File: src/verilog/hp_pkg.sv
package hp_pkg;

    // Register indices; byte address is four times the index
    localparam logic [7:0] IDX_WIDE_PORT     = 8'h08;
    localparam logic [7:0] IDX_CTRL_PORT     = 8'h09;
    localparam logic [7:0] IDX_INT_CTRL      = 8'h0B;
    localparam logic [7:0] IDX_PERIPH_FLAG   = 8'h0C;
    localparam logic [7:0] IDX_WIDE_DIR      = 8'h88;
    localparam logic [7:0] IDX_CTRL_DIR      = 8'h89;
    localparam logic [7:0] IDX_PERIPH_EN     = 8'h8C;
    localparam logic [7:0] IDX_ANALOG_CFG    = 8'h9F;

    // Reset values
    localparam logic [7:0] RST_WIDE_OUT      = 8'h00;
    localparam logic [7:0] RST_WIDE_DIR      = 8'hFF;
    localparam logic [2:0] RST_CTRL_OUT      = 3'h0;
    localparam logic [2:0] RST_CTRL_DIR      = 3'h7;
    localparam logic [7:0] RST_INT_CTRL      = 8'h00;
    localparam logic [7:0] RST_PERIPH_FLAG   = 8'h00;
    localparam logic [7:0] RST_PERIPH_EN     = 8'h00;
    localparam logic [2:0] RST_ANALOG_SEL    = 3'h0;

    // Field positions
    localparam int unsigned BIT_INPUT_FULL   = 7;
    localparam int unsigned BIT_OUT_PENDING  = 6;
    localparam int unsigned BIT_OVERRUN      = 5;
    localparam int unsigned BIT_HOST_SEL     = 4;
    localparam int unsigned BIT_HP_IRQ       = 7;

    // Control pin positions in slave-port mode
    localparam int unsigned PIN_RD           = 0;
    localparam int unsigned PIN_WR           = 1;
    localparam int unsigned PIN_CS           = 2;

    // Analog select bits that must be set for digital control pins
    localparam logic [2:0] ANALOG_DIG_MASK   = 3'h6;

    // Internal phase clock counter values
    localparam logic [1:0] PHASE_TWO         = 2'h1;
    localparam logic [1:0] PHASE_FOUR        = 2'h3;

    // Completion stage of a host transfer, Gray along the path
    typedef enum logic [1:0] {
        HP_IDLE    = 2'b00,
        HP_WAIT_P2 = 2'b01,
        HP_WAIT_P4 = 2'b11
    } hp_stage_t;

    // Control-port direction and status register layout
    typedef struct packed {
        logic       input_full;
        logic       output_pending;
        logic       input_overrun;
        logic       host_port_select;
        logic       unused;
        logic [2:0] dir;
    } hp_ctrl_dir_t;

    // Wide port pad drive
    typedef struct packed {
        logic [7:0] out;
        logic [7:0] oe;
    } hp_pad_t;

endpackage

File: src/verilog/hp_parallel_slave_port.sv
`timescale 1ns/1ps
module hp_parallel_slave_port
(
    // Clock, reset, enable
    input  wire logic               pclk,
    input  wire logic               presetn,
    input  wire logic               ce,
    // APB slave
    input  wire logic               psel,
    input  wire logic               penable,
    input  wire logic               pwrite,
    input  wire logic [9:0]         paddr,
    input  wire logic [31:0]        pwdata,
    output logic      [31:0]        prdata,
    output logic                    pready,
    output logic                    pslverr,
    // Wide port pins
    input  wire logic [7:0]         wide_pin_in,
    output hp_pkg::hp_pad_t         wide_pad,
    // Control port pins
    input  wire logic [2:0]         ctrl_pin_in,
    output logic      [2:0]         ctrl_pin_out,
    output logic      [2:0]         ctrl_pin_oe,
    // Interrupt request
    output logic                    host_port_irq
);
    import hp_pkg::*;

    // Software visible state
    logic [7:0]   wide_out_r;
    logic [7:0]   wide_dir_r;
    logic [2:0]   ctrl_out_r;
    logic [2:0]   ctrl_dir_r;
    logic         host_sel_r;
    logic         in_full_r;
    logic         out_pend_r;
    logic         overrun_r;
    logic [7:0]   int_ctrl_r;
    logic [7:0]   periph_flag_r;
    logic [7:0]   periph_en_r;
    logic [2:0]   analog_r;
    logic [7:0]   in_latch_r;

    // Strobe tracking
    logic [2:0]   sync1_r;
    logic [2:0]   sync2_r;
    logic         wr_act_r;
    logic         rd_act_r;
    logic [1:0]   phase_r;
    hp_stage_t    wr_stage_r;
    hp_stage_t    rd_stage_r;

    // Output flops
    logic [31:0]  prdata_r;
    logic         pready_r;
    logic         pslverr_r;
    hp_pad_t      pad_r;
    logic [2:0]   ctrl_oe_r;
    logic         irq_r;

    // Next values
    logic         in_full_nxt;
    logic         out_pend_nxt;
    logic         overrun_nxt;
    logic [7:0]   periph_flag_nxt;
    hp_pad_t      pad_nxt;
    logic [7:0]   rd_mux;

    // Completion stage step: wait next phase two, fire on phase four after it
    function automatic hp_stage_t stage_next(input hp_stage_t st, input logic ev,
                                             input logic [1:0] ph);
        case (st)
            HP_IDLE:    stage_next = ev ? HP_WAIT_P2 : HP_IDLE;
            HP_WAIT_P2: stage_next = (ph == PHASE_TWO) ? HP_WAIT_P4 : HP_WAIT_P2;
            HP_WAIT_P4: stage_next = (ph == PHASE_FOUR) ? HP_IDLE : HP_WAIT_P4;
            default:    stage_next = HP_IDLE;
        endcase
    endfunction

    // Address decode
    wire [7:0] acc_idx   = paddr[9:2];
    wire       aligned   = (paddr[1:0] == 2'b00);
    wire       hit_wide  = aligned && (acc_idx == IDX_WIDE_PORT);
    wire       hit_ctrl  = aligned && (acc_idx == IDX_CTRL_PORT);
    wire       hit_int   = aligned && (acc_idx == IDX_INT_CTRL);
    wire       hit_pflag = aligned && (acc_idx == IDX_PERIPH_FLAG);
    wire       hit_wdir  = aligned && (acc_idx == IDX_WIDE_DIR);
    wire       hit_cdir  = aligned && (acc_idx == IDX_CTRL_DIR);
    wire       hit_pen   = aligned && (acc_idx == IDX_PERIPH_EN);
    wire       hit_an    = aligned && (acc_idx == IDX_ANALOG_CFG);
    wire       mapped    = hit_wide | hit_ctrl | hit_int | hit_pflag
                         | hit_wdir | hit_cdir | hit_pen | hit_an;

    // Bus phases; effects only at the completing access edge
    wire       setup     = psel & ~penable;
    wire       acc_done  = psel & penable & pready_r;
    wire       wr_acc    = acc_done & pwrite & mapped;
    wire       rd_acc    = acc_done & ~pwrite & mapped;
    wire       wr_wide   = wr_acc & hit_wide;
    wire       wr_cdir   = wr_acc & hit_cdir;
    wire       wr_pflag  = wr_acc & hit_pflag;
    wire       rd_wide   = rd_acc & hit_wide;

    // Synchronised strobes, active low
    wire       cs_s      = sync2_r[PIN_CS];
    wire       wr_s      = sync2_r[PIN_WR];
    wire       rd_s      = sync2_r[PIN_RD];
    wire       wr_act    = host_sel_r & ~cs_s & ~wr_s;
    wire       rd_act    = host_sel_r & ~cs_s & ~rd_s;
    wire       wr_start  = wr_act & ~wr_act_r;
    wire       rd_start  = rd_act & ~rd_act_r;
    wire       wr_end    = ~wr_act & wr_act_r;
    wire       rd_end    = ~rd_act & rd_act_r;
    wire       wr_done   = (wr_stage_r == HP_WAIT_P4) && (phase_r == PHASE_FOUR);
    wire       rd_done   = (rd_stage_r == HP_WAIT_P4) && (phase_r == PHASE_FOUR);

    // Control pins read digital only when select bits allow it
    wire       ctrl_dig  = ((analog_r & ANALOG_DIG_MASK) == ANALOG_DIG_MASK);
    wire [2:0] ctrl_rd   = ctrl_pin_in & {3{ctrl_dig}};

    // Direction and status word, bit 3 always zero
    hp_ctrl_dir_t ctrl_dir_view;
    assign ctrl_dir_view.input_full       = in_full_r;
    assign ctrl_dir_view.output_pending   = out_pend_r;
    assign ctrl_dir_view.input_overrun    = overrun_r;
    assign ctrl_dir_view.host_port_select = host_sel_r;
    assign ctrl_dir_view.unused           = 1'b0;
    assign ctrl_dir_view.dir              = ctrl_dir_r;

    // Read data selection
    assign rd_mux = hit_wide  ? (host_sel_r ? in_latch_r : wide_pin_in) :
                    hit_ctrl  ? {5'h00, ctrl_rd} :
                    hit_int   ? int_ctrl_r :
                    hit_pflag ? periph_flag_r :
                    hit_wdir  ? wide_dir_r :
                    hit_cdir  ? ctrl_dir_view :
                    hit_pen   ? periph_en_r :
                    hit_an    ? {5'h00, analog_r} : 8'h00;

    // Status flag next values; a set beats a clear, except that leaving slave mode clears full and pending
    assign in_full_nxt  = !host_sel_r ? 1'b0 :
                          wr_done     ? 1'b1 :
                          rd_wide     ? 1'b0 : in_full_r;
    assign out_pend_nxt = !host_sel_r ? 1'b0 :
                          wr_wide     ? 1'b1 :
                          rd_start    ? 1'b0 : out_pend_r;
    assign overrun_nxt  = (wr_start && in_full_r) ? 1'b1 :
                          wr_cdir ? pwdata[BIT_OVERRUN] : overrun_r;

    // Peripheral flags; completion sets the host-port bit over a write
    always_comb
    begin
        periph_flag_nxt = wr_pflag ? pwdata[7:0] : periph_flag_r;
        if (wr_done || rd_done)
        begin
            periph_flag_nxt[BIT_HP_IRQ] = 1'b1;
        end
    end

    // Wide pad drive; strobes own direction in slave mode
    assign pad_nxt.out = wide_out_r;
    assign pad_nxt.oe  = host_sel_r ? {8{rd_act}} : ~wide_dir_r;

    // Strobe synchroniser, second stage only is used
    always_ff @(posedge pclk or negedge presetn)
    begin
        if (!presetn)
        begin
            sync1_r <= 3'h7;
            sync2_r <= 3'h7;
        end
        else if (ce)
        begin
            sync1_r <= ctrl_pin_in;
            sync2_r <= sync1_r;
        end
    end

    // Phase counter and transfer edge history
    always_ff @(posedge pclk or negedge presetn)
    begin
        if (!presetn)
        begin
            phase_r  <= 2'h0;
            wr_act_r <= 1'b0;
            rd_act_r <= 1'b0;
        end
        else if (ce)
        begin
            phase_r  <= phase_r + 2'h1;
            wr_act_r <= wr_act;
            rd_act_r <= rd_act;
        end
    end

    // Completion stages for write and read
    always_ff @(posedge pclk or negedge presetn)
    begin
        if (!presetn)
        begin
            wr_stage_r <= HP_IDLE;
            rd_stage_r <= HP_IDLE;
        end
        else if (ce)
        begin
            wr_stage_r <= stage_next(wr_stage_r, wr_end, phase_r);
            rd_stage_r <= stage_next(rd_stage_r, rd_end, phase_r);
        end
    end

    // Incoming latch follows the bus while the host writes
    always_ff @(posedge pclk or negedge presetn)
    begin
        if (!presetn)
        begin
            in_latch_r <= 8'h00;
        end
        else if (ce && wr_act)
        begin
            in_latch_r <= wide_pin_in;
        end
    end

    // Port latches and direction registers
    always_ff @(posedge pclk or negedge presetn)
    begin
        if (!presetn)
        begin
            wide_out_r <= RST_WIDE_OUT;
            wide_dir_r <= RST_WIDE_DIR;
            ctrl_out_r <= RST_CTRL_OUT;
            ctrl_dir_r <= RST_CTRL_DIR;
            host_sel_r <= 1'b0;
        end
        else if (ce)
        begin
            if (wr_wide)
                wide_out_r <= pwdata[7:0];
            if (wr_acc && hit_wdir)
                wide_dir_r <= pwdata[7:0];
            if (wr_acc && hit_ctrl)
                ctrl_out_r <= pwdata[2:0];
            if (wr_cdir)
            begin
                ctrl_dir_r <= pwdata[2:0];
                host_sel_r <= pwdata[BIT_HOST_SEL];
            end
        end
    end

    // Status flags
    always_ff @(posedge pclk or negedge presetn)
    begin
        if (!presetn)
        begin
            in_full_r  <= 1'b0;
            out_pend_r <= 1'b0;
            overrun_r  <= 1'b0;
        end
        else if (ce)
        begin
            in_full_r  <= in_full_nxt;
            out_pend_r <= out_pend_nxt;
            overrun_r  <= overrun_nxt;
        end
    end

    // Interrupt and analog configuration registers
    always_ff @(posedge pclk or negedge presetn)
    begin
        if (!presetn)
        begin
            int_ctrl_r    <= RST_INT_CTRL;
            periph_flag_r <= RST_PERIPH_FLAG;
            periph_en_r   <= RST_PERIPH_EN;
            analog_r      <= RST_ANALOG_SEL;
        end
        else if (ce)
        begin
            periph_flag_r <= periph_flag_nxt;
            if (wr_acc && hit_int)
                int_ctrl_r <= pwdata[7:0];
            if (wr_acc && hit_pen)
                periph_en_r <= pwdata[7:0];
            if (wr_acc && hit_an)
                analog_r <= pwdata[2:0];
        end
    end

    // APB answer: ready and data prepared in the setup cycle
    always_ff @(posedge pclk or negedge presetn)
    begin
        if (!presetn)
        begin
            prdata_r  <= 32'h0000_0000;
            pready_r  <= 1'b0;
            pslverr_r <= 1'b0;
        end
        else if (ce)
        begin
            pready_r  <= setup;
            pslverr_r <= setup & ~mapped;
            if (setup)
                prdata_r <= {24'h00_0000, rd_mux};
        end
    end

    // Pin drive and interrupt output
    always_ff @(posedge pclk or negedge presetn)
    begin
        if (!presetn)
        begin
            pad_r     <= '0;
            ctrl_oe_r <= 3'h0;
            irq_r     <= 1'b0;
        end
        else if (ce)
        begin
            pad_r     <= pad_nxt;
            ctrl_oe_r <= host_sel_r ? 3'h0 : ~ctrl_dir_r;
            irq_r     <= periph_flag_r[BIT_HP_IRQ] & periph_en_r[BIT_HP_IRQ];
        end
    end

    // Outputs straight from flops
    assign prdata        = prdata_r;
    assign pready        = pready_r;
    assign pslverr       = pslverr_r;
    assign wide_pad      = pad_r;
    assign ctrl_pin_out  = ctrl_out_r;
    assign ctrl_pin_oe   = ctrl_oe_r;
    assign host_port_irq = irq_r;

endmodule

File: config.mk
export PLATFORM = sky130hd
export DESIGN_NAME = hp_parallel_slave_port
export DESIGN_NICKNAME = d
export VERILOG_FILES = /design/src/verilog/hp_pkg.sv /design/src/verilog/hp_parallel_slave_port.sv
export SDC_FILE = /design/constraint.sdc
export NUM_CORES = 1
export LEC_CHECK = 0
export BUFFER_PORTS_ARGS = -buffer_cell sky130_fd_sc_hd__buf_2
export CAP_MARGIN = 10
export CORE_AREA = 10 10 118 120
export DETAILED_ROUTE_END_ITERATION = 12
export DIE_AREA = 0 0 128 130
export PLACE_DENSITY = 0.72
export SYNTH_ARGS = -nofsm -noshare
export SYNTH_HDL_FRONTEND = slang
export SYNTH_SLANG_ARGS = --single-unit
File: constraint.sdc
create_clock -name pclk -period 1.6 [get_ports pclk]
set_input_delay 0.24 -clock pclk [delete_from_list [all_inputs] [get_ports pclk]]
set_output_delay 0.24 -clock pclk [all_outputs]
set_load 0.01 [all_outputs]
## Word-level counts from Yosys, hierarchy flattened

Index checks and enable logic that the tools add are counted.

- Add/sub/neg operators: 1
- Multiply operators: 0
- Div/mod/pow operators: 0
- Order comparisons: 0
- Eq/ne operators: 17
- Shift-type cells: 0
- Muxes and demuxes: 27
- Bitwise logic cells: 40
- Reductions and logical operators: 36

Operator list:

| operator | number |
|---|---|
| 8-bit 2-to-1 mux | 10 |
| 8-bit by 4-bit equality test with 1-bit output, second input constant | 4 |
| 8-bit equality test, second input constant | 4 |
| 2-bit AND reduction | 13 |
| 1-bit bitwise AND | 20 |
| 1-bit logical AND | 17 |
| 2-bit one-hot mux with 3 select lines | 2 |
| 1-bit 2-to-1 mux | 11 |
| 1-bit inverter | 10 |
| 2-bit equality test, second input constant | 4 |
| 8-bit inverter | 1 |
| 1-bit bitwise OR | 7 |
| 2-bit by 1-bit equality test with 1-bit output, second input constant | 3 |
| 2-bit logical NOT | 3 |
| 3-bit 2-to-1 mux | 2 |
| 3-bit by 1-bit inequality test with 1-bit output, second input constant | 2 |
| 2-bit 2-to-1 mux | 2 |
| 2-bit nonzero test | 2 |
| 3-bit bitwise AND | 1 |
| 3-bit inverter | 1 |
| 2-bit by 1-bit adder with 2-bit output, second input constant | 1 |
| 1-bit logical OR | 1 |

- Flip-flop bits (word level): 105
- Latch bits: 0
- Memory bits (writable): 0
- Bits in read-only memories: 0
- Bits of input ports: 59
- Output and inout bits: 57
- Word-level logic and storage cells: 149
- Memories: 0

## Logic depth before layout (Yosys ltp)

- Depth after elaboration: 14
- Mapped depth: 8
- Depth with buffers taken out: 6

## Worst setup path before layout

Ideal clock, no wire load.

- Path type: input-to-reg
- From: in paddr[9]
- To: reg host_sel_r
- Library setup time: 0.125 ns
- Arrival: 1.603 ns
- Slack: -0.128 ns
- Stages on the path: 5
- Path buffers: 2
- Cell sequence: buf_2 -> nor4b_2 -> and4_1 -> clkbuf_1 -> mux2_2

- Word-level cells in the longest chain between the ends: 12
- Elaborated cells between the ends (all ways): 26
- Those cells by class: 8 x eq/ne; 9 x bitwise; 9 x reduce/logical

Ends and longest elaborated chain:

| item | line | RTL |
|---|---|---|
| start: declaration | hp_parallel_slave_port.sv:12 | `input wire logic [9:0] paddr,` |
| 8-bit by 4-bit equality test with 1-bit output, on equally long branches | hp_parallel_slave_port.sv:83, hp_parallel_slave_port.sv:84 |  |
| 1-bit logical AND, on equally long branches | hp_parallel_slave_port.sv:83, hp_parallel_slave_port.sv:84 |  |
| 1-bit bitwise OR (3 in series) | hp_parallel_slave_port.sv:91 | `wire mapped = hit_wide \| hit_ctrl \| hit_int \| hit_pflag` |
| 1-bit bitwise OR (4 in series) | hp_parallel_slave_port.sv:92 | `\| hit_wdir \| hit_cdir \| hit_pen \| hit_an;` |
| 1-bit bitwise AND | hp_parallel_slave_port.sv:97 | `wire wr_acc = acc_done & pwrite & mapped;` |
| 1-bit bitwise AND * | hp_parallel_slave_port.sv:100 | `wire wr_cdir = wr_acc & hit_cdir;` |
| 2-bit AND reduction (no source line) * | n/a |  |
| end signal: assignment | hp_parallel_slave_port.sv:246 | `host_sel_r <= pwdata[BIT_HOST_SEL];` |
| end: declaration | hp_parallel_slave_port.sv:34 | `logic host_sel_r;` |

Mark *: on every way between the ends. The rest lies on a longest branch, timed or not.
A chain may end at the register's enable or synchronous reset.

## Worst setup path in the final report

- From: reg pready_r, in the netlist pready
- To: reg periph_flag_r[6]

- Word-level cells in the longest chain between the ends: 5

Ends and longest elaborated chain:

| item | line | RTL |
|---|---|---|
| start: declaration | hp_parallel_slave_port.sv:55 | `logic pready_r;` |
| start signal: assignment | hp_parallel_slave_port.sv:301 | `pready_r <= setup;` |
| 1-bit bitwise AND | hp_parallel_slave_port.sv:96 | `wire acc_done = psel & penable & pready_r;` |
| 1-bit bitwise AND (2 in series) | hp_parallel_slave_port.sv:97 |  |
| 1-bit bitwise AND | hp_parallel_slave_port.sv:101 | `wire wr_pflag = wr_acc & hit_pflag;` |
| 2-bit AND reduction (no source line) | n/a |  |
| end signal: assignment | hp_parallel_slave_port.sv:280 | `periph_flag_r <= periph_flag_nxt;` |
| end: declaration | hp_parallel_slave_port.sv:39 | `logic [7:0] periph_flag_r;` |

No other way between the ends.

==> metrics.md <==
| Metric | Value |
|---|---|
| Setup slack at placement | `-291.5 ps` |
| Capture point of the critical path | `periph_flag_r[6]` |
| Hold Vio Cnt, Final | `0` |
| Worst EP arrival | `1840 ps` |
| WL/cell | `19.51 microns` |
| Met3 GRT Util | `0.04097` |
| Layout cells sized above 1 | `0.4655` |
| Failing checks | `setup timing` |
| Ys async rst share | `1.000` |
| Share of the synthesized area in the top cell type | `0.4320` |
| Syn-to-layout area delta | `24.37%` |
| Clock transition at path regs | `80 ps` |
| Mean Syn Cell Area | `11.83 sq um` |
| Synth top area cells | `dfrtp_1, mux2_2, dfstp_2, buf_4, o21ai_0` |
| Antenna violations before repair | `0` |
| Syn Std Cell Area | `5097 sq um` |
| CTS Root Cell | `clkbuf_16` |
| CTS tree | `done` |
| Gr busiest metal | `met2` |
| I/O Buffers | `67` |
| Clk buf depth | `2` |
| Clock sinks | `105` |
| Post-synth EDFFs | `0` |
| Hold Crit Depth | `2` |
| Diode count | `0` |
| Main flop type after synthesis | `dfrtp_1` |
| Flop2flop setup slack | `-5 ps` |
| GRT met2 Usage | `0.2646` |
| Status | `finished, violations left` |
| Synthesis Warnings | `0` |
| Unique masters post-synth | `50` |
| Worst-path fanout max | `5` |
| Register bit count reported by yosys | `105` |
| Largest net degree at the start of global routing | `37` |
| Router iterations before antenna repair | `5` |
| Final Max Tran Viols | `0` |
| Type of the worst setup path | `reg -> reg` |
| Power per Cell Area | `892.2 nW/um^2` |
| RSZ-0062 raised after global routing | `true` |
| GR Util All Layers | `0.1633` |
| Remaining antenna violation count | `0` |
| RD Place Congestion | `0.9876` |
| H-tree depth | `3` |
| Vias/cell | `5.565` |
| Tmin final | `1605 ps` |
| Die W | `128 microns` |
| Peak VDD IR | `494.7 uV` |
| CP startpoint | `pready` |
| Initial DRC Count | `298` |
| Post-Route WL | `13600 microns` |
| Fin nets | `606` |
| Row cnt | `40` |
| CP Capture Type | `flop` |
| Vias in the first global route | `4033` |
| Worst reg2reg endpoint | `periph_flag_r[6]` |
| Worst r2r src | `pready` |
| Core ar. | `11710 sq um` |
| Sequential area share after synthesis | `0.5196` |
| I/O pin total | `116` |
| Final worst slack | `-4.984 ps` |
| Synth Instances | `431` |
| Max Clk Rate | `623.1 MHz` |
| Die H | `130 microns` |
| HP Class | `in -> reg` |
| Max_cap viols | `0` |
| Leak pwr | `2.966 nW` |
| Gr ovfl total | `0` |
| Post-Route Utilization | `0.5413` |
| Final period utilization | `1.003` |
| Initial core utilization | `0.4353` |
| DRC violations left | `0` |
| Die ar. | `16640 sq um` |
| Worst-Skew Late Latency | `360 ps` |
| CTS buffer count | `9` |
| Clock Skew | `13.57 ps` |
| First-pass GRT wire length | `21400 microns` |
| CP required | `1840 ps` |
| Routed vias | `3879` |
| Setup violators final | `5` |
| Worst setup SP type | `flop` |
| Worst R2R Path Depth | `5` |
| Post-synth top area cell | `dfrtp_1` |
| Post-DP HPWL | `10400 microns` |
| Met1 Track Usage GR | `0.2050` |
Yosys cell counts, types with 3 or more instances:
library cell and instances:
dfrtp_1 88, mux2_2 73, buf_4 26, o21ai_0 24, nand2_1 22, dfstp_2 17, a21oi_1 14, nand3_1 14
o21a_1 11, inv_1 10, o211ai_1 10, clkbuf_1 9, mux2i_1 9, a22oi_1 7, nor2_1 7, and4_1 6
buf_2 6, nor3_1 6, o31ai_1 6, nand2b_1 5, a31oi_1 4, buf_1 4, o22ai_1 4, a21boi_0 3
a221o_1 3, and2_1 3, nand4_1 3, nor3b_1 3
layout by cell type (no fill, tap or decap), types with 4 or more instances in the layout:
cell type / count
conb_1: 24
o22ai_1: 4
nor3_1: 6
dfstp_2: 17
nor2_4: 5
o31ai_1: 6
nand2_1: 19
a22oi_1: 7
nand2b_1: 5
dfrtp_1: 88
mux2i_1: 9
clkbuf_16: 9
buf_2: 66
inv_1: 10
buf_4: 51
o21a_1: 11
nand3_1: 14
mux2_2: 66
o211ai_1: 10
a21oi_1: 14
a31oi_1: 4
o21ai_0: 23
mux2_4: 7
nor2_1: 5
sequential cells by signal, summed over array words and instances, names as in the netlist, 2 cells and up:
signal         cells
sync1_r            3
rd_stage_r         2
ctrl_dir_r         3
analog_r           3
wide_out_r         8
periph_en_r        8
ctrl_pin_oe        3
ctrl_pin_out       3
int_ctrl_r         8
prdata             8
periph_flag_r      8
in_latch_r         8
wide_pad          16
phase_r            2
wr_stage_r         2
wide_dir_r         8
sync2_r            3
worst max-delay path, stage by stage, from the launching register on:
cell and delay, ps:
dfrtp_1 360, and4_4 240, and2_4 180, and4_4 250, buf_6 140, mux2_4 300
stage by stage:
step                cells  hold WS [ps]  power, mW  area (sq um)  TNS, ps
floorplan             454        -55.59      3.246          5238   -738.1
global placement      677         217.1      3.471          5918    -9228
detailed placement    677         230.2      3.509          5918   -10770
CTS                   694         127.7      5.696          6266   -49.46
global route          697         140.7      5.898          6340   -548.4
finish                697         128.9      5.657          6340   -13.02
worst min path at each step:
stage / slack [ps] / end / startpoint
after global routing: 140 / in_latch_r[5] / wide_pin_in[5]
final: 130 / in_latch_r[7] / wide_pin_in[7]
after global placement: 220 / wide_pad[12] / presetn
after detailed placement: 230 / wide_pad[13] / presetn
after CTS: 130 / in_latch_r[7] / wide_pin_in[7]
after floorplan: -60 / analog_r[0] / presetn
per-layer routing:
metal  routed length [microns]  part of all wire  up-vias
li1                          -                 -     1768
met1                      5776              0.42     1932
met2                      6498              0.48      150
met3                       978             0.072       29
met4                       344             0.025        0
met5                         0                 0        -
report_power, final:
part           total (mW)  switching (mW)  internal [mW]
registers            2.88          0.0981           2.78
logic               0.598           0.363          0.235
clock network        2.18            1.01           1.17
cells by family after synthesis:
group,after synthesis,share of synthesized area
AO/OA/AOI/OAI,96,0.1237
XOR/XNOR,1,0.001719
adder cells (fa/ha/maj),2,0.004908
buffers and inverters,55,0.06112
flip-flops,105,0.5196
multiplexers,82,0.1789
other,1,0.0007357
AND/OR/NAND/NOR,89,0.1092
what timing repair did:
item | in CTS | in global routing
resized for setup | 10 | 14
setup buffers | 0 | 2
setup endpoints to repair | 40 | 49
gates cloned | 0 | 1
endpoints found under the hold margin | 21 | 0
pin swaps | 1 | 3
hold buffers | 1 | 0
cell type report:
class / instances / area [sq um]
fill: 1004 / 5371
sequential: 105 / 2649
multi-input combinational: 295 / 2352
timing repair buffer: 124 / 817.0
clock buffer: 11 / 252.7
tap: 147 / 183.9
clock inverter: 5 / 47.55
inverter: 10 / 37.54
(Power assumes the default switching activity.)
